===== src/core/ffr_pkg.sv =====
/*
 * Constants, carrier structs and state encodings for the fault flash code
 * reporter. Assumes a single 125 MHz core clock and APB register access.
 */
package ffr_pkg;
    // *****************************************************************
    // timing
    // *****************************************************************
    localparam int unsigned CLK_HZ = 125_000_000;
    localparam int unsigned FLASH_HALF_MS = 250;
    localparam int unsigned PAUSE_MS = 1500;
    localparam int unsigned FLASH_HALF_CYC_DEF = CLK_HZ / 1000 * FLASH_HALF_MS;
    localparam int unsigned PAUSE_CYC_DEF = CLK_HZ / 1000 * PAUSE_MS;
    localparam int unsigned TICK_W = 32;

    // *****************************************************************
    // flash counts
    // *****************************************************************
    localparam logic [2:0] CNT_NONE = 3'h0;
    localparam logic [2:0] CNT_SWITCH = 3'h2;
    localparam logic [2:0] CNT_JUMPER = 3'h3;
    localparam logic [2:0] CNT_RETRIG = 3'h4;
    localparam logic [2:0] CNT_CROSS = 3'h4;
    localparam logic [2:0] CNT_LINK = 3'h5;
    localparam logic [2:0] CNT_OUTPAIR = 3'h6;

    // *****************************************************************
    // register map (byte addresses)
    // *****************************************************************
    localparam logic [11:0] ADDR_CTRL = 12'h000;
    localparam logic [11:0] ADDR_STATUS = 12'h004;
    localparam logic [11:0] ADDR_SWITCH = 12'h008;
    localparam logic [11:0] ADDR_STORED = 12'h00C;
    localparam int unsigned SW_W = 8;
    // ctrl bit positions
    localparam int unsigned CTRL_CFG_VALID = 0;
    localparam int unsigned CTRL_NONRETRIG = 1;
    localparam int unsigned CTRL_DUAL_IN = 2;
    localparam int unsigned CTRL_SS_OUT = 3;
    localparam int unsigned CTRL_DELAY_VAR = 4;
    localparam logic [31:0] CTRL_RESET = 32'h0000_0002;

    typedef enum {ST_OFF, ST_ON, ST_PAUSE} ffr_phase_e;

    // sense inputs from the pin-level test circuitry
    typedef struct packed {
        logic link_short_supply;
        logic link_short_pulse1;
        logic link_short_common;
        logic link_driven;
        logic pulse2_short_supply;
        logic outpair_test_fail;
        logic pulse_cross_short;
        logic jumper_present;
        logic exp_out_energize;
        logic logic_in;
        logic timer_running;
        logic timer_expired;
    } ffr_sense_s;

    typedef struct packed {
        logic red;
        logic green;
    } ffr_led_s;
endpackage


===== src/core/ffr_reporter.sv =====
/*
 * Fault detection latches and flash code sequencer driving the power and
 * fault indicator, with an APB slave for configuration and status.
 * Assumes sense inputs synchronous to CORE_CLK and NRST only at power-up.
 */
`timescale 1ns/10ps
module ffr_reporter
    import ffr_pkg::*;
#(
    parameter int unsigned FLASH_HALF_CYC = FLASH_HALF_CYC_DEF,
    parameter int unsigned PAUSE_CYC = PAUSE_CYC_DEF
) (
    input wire logic CORE_CLK,
    input wire logic NRST,
    input wire logic PSEL,
    input wire logic PENABLE,
    input wire logic PWRITE,
    input wire logic [11:0] PADDR,
    input wire logic [31:0] PWDATA,
    output logic [31:0] PRDATA,
    output logic PREADY,
    output logic PSLVERR,
    input wire ffr_sense_s SENSE,
    input wire logic [SW_W-1:0] SWITCH_POS,
    output ffr_led_s LED,
    output logic FAULT_MODE
);
    // *****************************************************************
    // state
    // *****************************************************************
    typedef struct packed {
        logic [31:0] ctrl;
        logic [SW_W-1:0] stored;
        logic link_flt;
        logic outpair_flt;
        logic cross_flt;
        logic switch_flt;
        logic jumper_flt;
        logic jumper_seen;
        logic retrig_flt;
        logic in_prev;
        logic in_dropped;
        logic exp_prev;
        ffr_phase_e phase;
        logic [TICK_W-1:0] tick;
        logic [2:0] flash_n;
        logic [2:0] code;
        logic code_bg;
        logic [31:0] rdata;
        ffr_led_s led;
    } ffr_state_s;

    ffr_state_s st;
    ffr_state_s next_st;

    // terminal tick value for a phase lasting n cycles
    function automatic logic [TICK_W-1:0] ffr_cyc(input int unsigned n);
        return TICK_W'(n - 1);
    endfunction

    // current code, highest-priority latched fault first
    function automatic logic [3:0] ffr_pick(input ffr_state_s s);
        if (s.outpair_flt) begin
            return {1'b0, CNT_OUTPAIR};
        end else if (s.link_flt) begin
            return {1'b0, CNT_LINK};
        end else if (s.cross_flt) begin
            return {1'b0, CNT_CROSS};
        end else if (s.retrig_flt) begin
            return {1'b1, CNT_RETRIG};
        end else if (s.jumper_flt) begin
            return {1'b1, CNT_JUMPER};
        end else if (s.switch_flt) begin
            return {1'b1, CNT_SWITCH};
        end
        return {1'b1, CNT_NONE};
    endfunction

    logic apb_wr;
    logic apb_rd;
    logic [3:0] sel;
    logic rise_in;
    logic fall_in;
    logic exp_rise;
    logic solid;

    assign apb_wr = PSEL && PENABLE && PWRITE;
    assign apb_rd = PSEL && !PENABLE && !PWRITE;
    assign rise_in = SENSE.logic_in && !st.in_prev;
    assign fall_in = !SENSE.logic_in && st.in_prev;
    assign exp_rise = SENSE.exp_out_energize && !st.exp_prev;
    assign solid = st.link_flt || st.outpair_flt || st.cross_flt;

    // *****************************************************************
    // next-state logic
    // *****************************************************************
    always_comb begin
        next_st = st;
        sel = ffr_pick(st);
        next_st.in_prev = SENSE.logic_in;
        next_st.exp_prev = SENSE.exp_out_energize;

        // register writes; zero-wait slave
        if (apb_wr && PADDR == ADDR_CTRL) begin
            next_st.ctrl = PWDATA;
        end
        if (apb_wr && PADDR == ADDR_STORED) begin
            next_st.stored = PWDATA[SW_W-1:0];
        end

        // solid faults only ever set; reset is the power cycle
        if (SENSE.link_short_supply || SENSE.link_short_pulse1) begin
            next_st.link_flt = 1'b1;
        end
        if (SENSE.link_short_common && SENSE.link_driven) begin
            next_st.link_flt = 1'b1;
        end
        if (st.ctrl[CTRL_DUAL_IN] && st.ctrl[CTRL_CFG_VALID] && SENSE.pulse2_short_supply) begin
            next_st.link_flt = 1'b1;
        end
        if (st.ctrl[CTRL_SS_OUT] && SENSE.outpair_test_fail) begin
            next_st.outpair_flt = 1'b1;
        end
        if (SENSE.pulse_cross_short) begin
            next_st.cross_flt = 1'b1;
        end

        // switch mismatch follows the switches live
        next_st.switch_flt = st.ctrl[CTRL_CFG_VALID] && (SWITCH_POS != st.stored);

        // jumper shown at next energize, gone when removed; one fitted while
        // still unconfigured is remembered and accepted, only a late one faults
        if (!SENSE.jumper_present) begin
            next_st.jumper_flt = 1'b0;
            next_st.jumper_seen = 1'b0;
        end else begin
            if (!st.ctrl[CTRL_CFG_VALID]) begin
                next_st.jumper_seen = 1'b1;
            end
            if (exp_rise && st.ctrl[CTRL_CFG_VALID] && !st.jumper_seen) begin
                next_st.jumper_flt = 1'b1;
            end
        end

        // retrigger watch on the delay variant
        if (st.ctrl[CTRL_DELAY_VAR] && st.ctrl[CTRL_NONRETRIG]) begin
            if (fall_in && SENSE.timer_running) begin
                next_st.in_dropped = 1'b1;
            end
            if (SENSE.timer_expired) begin
                next_st.in_dropped = 1'b0;
                next_st.retrig_flt = 1'b0;
            end else if (st.retrig_flt && rise_in) begin
                next_st.retrig_flt = 1'b0;
                next_st.in_dropped = 1'b0;
            end else if (st.in_dropped && rise_in) begin
                next_st.retrig_flt = 1'b1;
                next_st.in_dropped = 1'b0;
            end
        end else begin
            next_st.retrig_flt = 1'b0;
            next_st.in_dropped = 1'b0;
        end

        // flash sequencer: count flashes, then a pause, then repeat
        next_st.tick = st.tick + TICK_W'(1);
        case (st.phase)
            ST_PAUSE: begin
                if (st.tick >= ffr_cyc(PAUSE_CYC)) begin
                    next_st.tick = '0;
                    next_st.code = sel[2:0];
                    next_st.code_bg = sel[3];
                    next_st.flash_n = '0;
                    next_st.phase = (sel[2:0] == CNT_NONE) ? ST_PAUSE : ST_ON;
                end
            end
            ST_ON: begin
                if (st.tick >= ffr_cyc(FLASH_HALF_CYC)) begin
                    next_st.tick = '0;
                    next_st.flash_n = st.flash_n + 3'h1;
                    next_st.phase = ST_OFF;
                end
            end
            ST_OFF: begin
                if (st.tick >= ffr_cyc(FLASH_HALF_CYC)) begin
                    next_st.tick = '0;
                    next_st.phase = (st.flash_n >= st.code) ? ST_PAUSE : ST_ON;
                end
            end
            default: begin
                next_st.phase = ST_PAUSE;
                next_st.tick = '0;
            end
        endcase

        // indicator: red flashes over green, or alone when latched or unconfigured
        next_st.led.red = (next_st.phase == ST_ON);
        if (!st.ctrl[CTRL_CFG_VALID]) begin
            next_st.led.green = 1'b0;
        end else if (solid) begin
            next_st.led.green = 1'b0;
        end else begin
            next_st.led.green = !(next_st.phase == ST_ON);
        end

        // read data registered in the setup cycle
        if (apb_rd) begin
            case (PADDR)
                ADDR_CTRL: next_st.rdata = st.ctrl;
                ADDR_STATUS: next_st.rdata = {22'h0, st.code_bg, st.code, st.retrig_flt,
                    st.jumper_flt, st.switch_flt, st.cross_flt, st.outpair_flt, st.link_flt};
                ADDR_SWITCH: next_st.rdata = {{(32 - SW_W){1'b0}}, SWITCH_POS};
                ADDR_STORED: next_st.rdata = {{(32 - SW_W){1'b0}}, st.stored};
                default: next_st.rdata = 32'h0000_0000;
            endcase
        end
    end

    // *****************************************************************
    // state register
    // *****************************************************************
    always_ff @(posedge CORE_CLK or negedge NRST) begin
        if (!NRST) begin
            st <= '0;
            st.ctrl <= CTRL_RESET;
            st.phase <= ST_PAUSE;
        end else begin
            st <= next_st;
        end
    end

    // outputs
    assign PRDATA = st.rdata;
    assign PREADY = 1'b1;
    assign PSLVERR = 1'b0;
    assign LED = st.led;
    assign FAULT_MODE = solid;
endmodule // ffr_reporter


===== config.mk =====
export PLATFORM = sky130hd
export DESIGN_NAME = ffr_reporter
export DESIGN_NICKNAME = d
export VERILOG_FILES = /design/src/core/ffr_pkg.sv /design/src/core/ffr_reporter.sv
export SDC_FILE = /design/constraint.sdc
export NUM_CORES = 1
export LEC_CHECK = 0
export BUFFER_PORTS_ARGS = -buffer_cell sky130_fd_sc_hd__buf_2
export CORE_MARGIN = 2
export CORE_UTILIZATION = 56
export CTS_CLUSTER_DIAMETER = 100
export CTS_CLUSTER_SIZE = 25
export DETAILED_ROUTE_END_ITERATION = 8
export PLACE_DENSITY = 0.78
export SYNTH_ARGS = -nofsm -noshare
export SYNTH_HDL_FRONTEND = slang
export SYNTH_SLANG_ARGS = --single-unit

===== constraint.sdc =====
create_clock -name CORE_CLK -period 2.4 [get_ports CORE_CLK]
set_clock_uncertainty 0.1 [all_clocks]
set_input_delay 0 -clock CORE_CLK [delete_from_list [all_inputs] [get_ports CORE_CLK]]
set_output_delay 0 -clock CORE_CLK [all_outputs]
set_load 0.02 [all_outputs]

==> qor.csv, run 1 <==
metric;value;unit
pwr-share-clk;0.483;
n_fill_cell;713;
gp_congestion;0.8273;
clk_path_buf_depth;2;
combinationalPowerShare;0.040;
synthTopCellsByCount;dfrtp_1, nand2_1, nor2_1;
wirelength;15110;um
cp.required;2.61;ns
slew_headroom;0.6063;
synthFlopType;dfrtp_1;
peakVddDrop;0.5576;mV
fmax;416.3;MHz
drtAntennaViolNets;0;
hold_depth;3;
vias_per_cell;5.454;
drv_slew;0;
coreArea;11560;um2
regToRegEndpoint;st[67];
seq_area;3882;um2
grt_setup_unrepaired;true;
yosys_warnings;0;
synth_top_area_cell;dfrtp_1;
clk_pin_slew;0.06;ns
internal-power;4.419;mW
cts-root-buf;clkbuf_16;
netlist.area_leader.share;0.5705;
diodes;0;
layout_setup_ws;-0.002197;ns
yosysMostFrequentCell;dfrtp_1;
cts_sinks;155;
min_period;2.402;ns
dieArea;12880;um2
p_per_area;654.3;nW/um2
htreeDepth;4;
core.rowCount;39;
antenna_found_initial;0;
power_frac_seq;0.477;
grt.overflow.total;0;
dieWidth;113.5;um
layout.nets;838;
detail_route.iter0.violations;350;
async_flop_share;1.000;
grt_pass1_vias;5273;
dr.pass1.iters;4;
reg2regPathDepth;8;
setup.worst_path.end_class;flip-flop;
worstMarginPinSlew;0.5905;ns
p_leak;3.957;nW
pre_cts_ws;-0.0004285;ns
cp_max_fo;14;
r2r_slack;-0.002;ns
synth.distinct_cells;51;
finalPower;5.579;mW
period_share;1.001;
rr_startpoint;st[41];
dp_hpwl;9369;um
cp-start-kind;flip-flop;
min_from;PSEL;
swShare;0.2079;
ys_ff_latch;155;
clk-insertion-delay-late;0.42;ns
netlist_area;6711;um2
critPathKind;flip-flop to flip-flop;
min_to;PRDATA[3];
setup_viol;1;
hold_class;input port to flip-flop;
vias;5018;
status;finished, violations left;
multi_input_area;2603;um2
grtUsageTotal;0.2440;
start_util;0.5803;
maxCapViolCount;0;
synth-edff-count;0;
syn_to_final_growth;27.05;%
numPortBuffers;103;
route.detailed.drc;0;
arrival;2.61;ns
power.switching;1.160;mW
wl_per_cell;16.43;um
cts_tree;built;
synthTopCellsByArea;dfrtp_1, mux2_2, buf_4;
ios;106;
grt_first_pass_wirelength;24850;um
seq_area_frac_synth;0.5783;
synthCells;594;
hold_violations;0;
drive_gt1_frac;0.2651;
postSynthAreaPerCell;11.30;um2
violations;negative setup slack;
grt_max_degree;66;
die_height;113.5;um
numCtsBuffers;17;
fin_setup_tns;-0.002197;ns
placed cells by master (no fill, tap or decap), types with 5 or more instances in the layout:
cell type	count
dfrtp_1	152
buf_2	102
nand2_1	78
dlygate4sd3_1	51
nor2_1	45
o21ai_0	41
mux2_2	37
conb_1	36
xor2_1	25
clkbuf_16	18
buf_4	16
nor4_1	12
nand4_1	12
nand3_1	11
inv_1	10
a21oi_1	8
xnor2_1	8
a22o_1	8
a221oi_1	8
and3_1	6
nor3_1	6
mux2_1	5
per-layer routing:
| metal | share of wire | vias to the layer above | wire length [um] | GRT usage |
|---|---|---|---|---|
| li1 | - | 2333 | - | - |
| met1 | 0.40 | 2481 | 6039 | 0.2918 |
| met2 | 0.52 | 165 | 7879 | 0.4200 |
| met3 | 0.049 | 39 | 734 | 0.06323 |
| met4 | 0.030 | 0 | 456 | 0.1057 |
| met5 | 0 | - | 0 | 0 |
worst max-delay path: stages (launching register included):
cell and delay, ns:
dfrtp_2 0.42, ha_4 0.18, nand3_4 0.11, a211o_1 0.36
a2111oi_4 0.45, or2_1 0.22, o22a_2 0.21, clkbuf_16 0.18
nor2_1 0.06
layout make-up:
type                    instances  share of cell area
flip-flops and latches        155              0.4553
multi-input cells             406              0.3052
repair buffers                174              0.1441
clock buffers                  22             0.05326
well taps                     143             0.02098
clock inverters                10             0.01673
inverters                      10            0.004402
logic make-up after synthesis:
logic type	share of synthesized area
compound gates	0.08538
xor+xnor	0.04307
fa+ha+maj	0.009321
mux	0.07047
buf+inv	0.06339
simple gates	0.1490
other cells	0.001119
flops	0.5783
what timing repair did:
item	CTS	global route
endpoints found under the hold margin	180	0
hold buffers	51	0
setup buffers	1	5
gates cloned	0	2
pin swaps	1	7
gates resized for setup	0	13
setup endpoints to repair	1	35
power groups by stage:
stage,Combinational [mW],Sequential (mW),Clock (mW)
detailed placement,0.160,2.70,0
global route,0.253,2.66,2.85
global placement,0.154,2.70,0
finish,0.226,2.66,2.69
CTS,0.221,2.66,2.73
floorplan,0.0352,2.70,0
stage by stage:
stage	util	area (um2)	hold WS, ns	cells
after detailed placement	0.6289	7273	-0.07976	829
after CTS	0.7253	8388	0.006521	913
after floorplan	-	6839	-0.3956	628
after global routing	0.7373	8527	0.04126	920
final	0.7373	8527	0.01470	920
after global placement	0.6289	7273	-0.09155	829
worst max-delay path by stage:
stage	cells after the start	from	end
floorplan	6	st[99]	st[35]
global placement	7	st[41]	st[40]
detailed placement	7	st[41]	st[40]
CTS	8	st[41]	st[59]
global route	8	st[41]	st[66]
finish	8	st[41]	st[67]
registers in the layout (all words and copies together) (netlist names):
register	flops
PRDATA	32
LED	2
st	121
No activity file was read; power rests on OpenSTA's default activity.
==> run 2: changes to the inputs <==
Settings changed: CORE_UTILIZATION 56 to 51, PLACE_DENSITY 0.78 to 0.75.
Clock period 2.4 ns to 2.2 ns, I/O delays scaled along.
==> run 2 against run 1 <==
Net effect:
- the flow still finishes with violations (negative setup slack)
- global-route usage fell by 1.6 points
- register-to-register slack got worse by 0.09 ns
- clock-buffer cell count fell by 5
- sequential power rose by 9.0%
- first-iteration DRC count rose by 15%
- die area rose by 9.4%
- total power rose by 15%
- maximum frequency rose by 5.0%
- non-clock buffer count rose by 18
- critical path type unchanged
- largest cell class unchanged
- largest power group unchanged
==> qor.csv, run 2 (synthesized netlist as in run 1, its figures left out) <==
metric;value;unit;change
status;finished, violations left;;unchanged
violations;negative setup slack;;unchanged
gp_congestion;0.8535;;was 0.8273
dr.pass1.iters;4;;unchanged
numCtsBuffers;17;;unchanged
grt_pass1_vias;5200;;was 5,273
diodes;0;;unchanged
slew_headroom;0.5905;;was 0.6063
seq_area;3881;um2;was 3882 um2
min_period;2.288;ns;was 2.402 ns
cp_slowest_cell;or4b_4;;was a2111oi_4
top_layer;met4;;unchanged
coreArea;12720;um2;was 11,560 um2
multi_input_area;2848;um2;was 2603 um2
final_cell_mix;dfrtp_1, buf_2, nand2_1, dlygate4sd3_1;;was dfrtp_1, buf_2, nand2_1, dlygate4sd3_1, nor2_1
dp.cells;872;;was 829
rr_startpoint;st[91];;was st[41]
cts_tree;built;;unchanged
wirelength;15510;um;was 15,110 um
final_common_cell;dfrtp_1;;unchanged
clk_pin_slew;0.06;ns;about the same
grt.overflow.total;0;;unchanged
wl_met2;8276;um;was 7879 um
grtUsageTotal;0.2280;;was 0.2440
cp_cell_sequence;nor4_2 -> nand4_1 -> or4b_4 -> o22a_4 -> buf_12 -> buf_16 -> nor2_2;;was ha_4 -> nand3_4 -> a211o_1 -> a2111oi_4 -> or2_1 -> o22a_2 -> clkbuf_16 -> nor2_1
clk_path_buf_depth;2;;unchanged
setup.worst_path.end_class;flip-flop;;unchanged
fmax;437.1;MHz;was 416.3 MHz
start_util;0.5275;;was 0.5803
drtAntennaViolNets;0;;unchanged
cts-root-buf;clkbuf_16;;unchanged
finalPower;6.395;mW;was 5.579 mW
route.detailed.drc;0;;unchanged
cts_sinks;155;;unchanged
regToRegEndpoint;st[62];;was st[67]
grt_max_degree;68;;was 66
core.rowCount;41;;was 39
cp_max_fo;7;;was 14
syn_to_final_growth;35.38;%;was 27.05%
maxCapViolCount;0;;unchanged
grt_setup_unrepaired;true;;unchanged
vias_per_cell;5.224;;was 5.454
place_area;7427;um2;was 7273 um2
die_height;118.7;um;was 113.5 um
n_fill_cell;886;;was 713
worstMarginPinSlew;0.6142;ns;was 0.5905 ns
detail_route.iter0.violations;401;;was 350
htreeDepth;4;;unchanged
grt_first_pass_wirelength;25190;um;was 24,850 um
routed-wl-met3;596;um;was 734 um
drt-met1-wl;6425;um;was 6039 um
p_leak;4.133;nW;was 3.957 nW
setup_viol;33;;was 1
dp_hpwl;9465;um;was 9369 um
arrival;2.54;ns;was 2.61 ns
final_cell_count_no_fill;967;;was 920
top_register;st;;unchanged
r2r_slack;-0.09;ns;was -0.002 ns
design_area;9086;um2;was 8527 um2
clk-insertion-delay-late;0.43;ns;was 0.42 ns
final_util;0.7142;;was 0.7373
dieWidth;118.7;um;was 113.5 um
cp.required;2.45;ns;was 2.61 ns
wl_per_cell;16.04;um;was 16.43 um
hold_class;input port to asynchronous set/reset pin;;was input port to flip-flop
critPathKind;flip-flop to flip-flop;;unchanged
layout_setup_ws;-0.08766;ns;was -0.002197 ns
cp-start-kind;flip-flop;;unchanged
largest_register_ffs;121;;unchanged
numPortBuffers;103;;unchanged
ios;106;;unchanged
layout.nets;856;;was 838
period_share;1.040;;was 1.001
reg2regPathDepth;7;;was 8
p_per_area;703.8;nW/um2;was 654.3 nW/um2
holdWs;0.01992;ns;was 0.01470 ns
drv_slew;0;;unchanged
antenna_found_initial;0;;unchanged
hold_violations;0;;unchanged
drive_gt1_frac;0.3371;;was 0.2651
dieArea;14090;um2;was 12,880 um2
slowest_delay;0.58;ns;was 0.45 ns
vias;5052;;was 5,018
peakVddDrop;0.5154;mV;was 0.5576 mV
## run 2: power by group
part	switching [mW]	internal, mW	total [mW]
sequential	0.0180	2.89	2.90
clock	1.20	2.03	3.24
combinational	0.128	0.124	0.252
## run 2: worst max-delay path by stage
| stage | cells past startpoint | end | start | slack [ns] |
|---|---|---|---|---|
| CTS | 6 | st[58] | st[80] | -0.06 |
| global route | 10 | st[68] | st[42] | -0.17 |
| finish | 7 | st[62] | st[91] | -0.09 |
| floorplan | 6 | st[35] | st[99] | 0.05 |
| detailed placement | 6 | st[34] | st[102] | -0.13 |
| global placement | 6 | st[34] | st[61] | -0.04 |
## run 2: worst max-delay path: cells and delay by family, from the launching register on
kind,cells,cell delay (ns)
flops,1,0.39
simple gates,4,1.17
buf+inv,2,0.27
compound gates,1,0.29
## run 2: layer usage
metal | vias up | global-route usage
met2 | 134 | 0.3919
met5 | - | 0
met4 | 0 | 0.09003
li1 | 2381 | -
met3 | 26 | 0.04247
met1 | 2511 | 0.2847
## run 2: area by class of cell
class	instances	area share
flip-flops and latches	155	0.4272
multi-input cells	406	0.3134
repair buffers	192	0.1589
clock buffers	17	0.04682
clock inverters	15	0.02589
well taps	172	0.02368
inverters	10	0.004131
## run 2: repair_timing
item | 4_1_cts | 5_1_grt
resized for setup | 39 | 53
endpoints found under the setup margin | 35 | 39
pin swaps | 13 | 12
gates cloned | 3 | 1
endpoints found under the hold margin | 190 | 0
buffers inserted | 7 | 2
hold buffers | 51 | 0
## run 2: stage by stage
step / setup WS, ns / TNS, ns
2_1_floorplan: 0.04587 / 0
3_3_place_gp: -0.04047 / -0.06922
3_5_place_dp: -0.1329 / -1.471
4_1_cts: -0.05615 / -1.243
5_1_grt: -0.1712 / -5.153
6_report: -0.08766 / -1.782
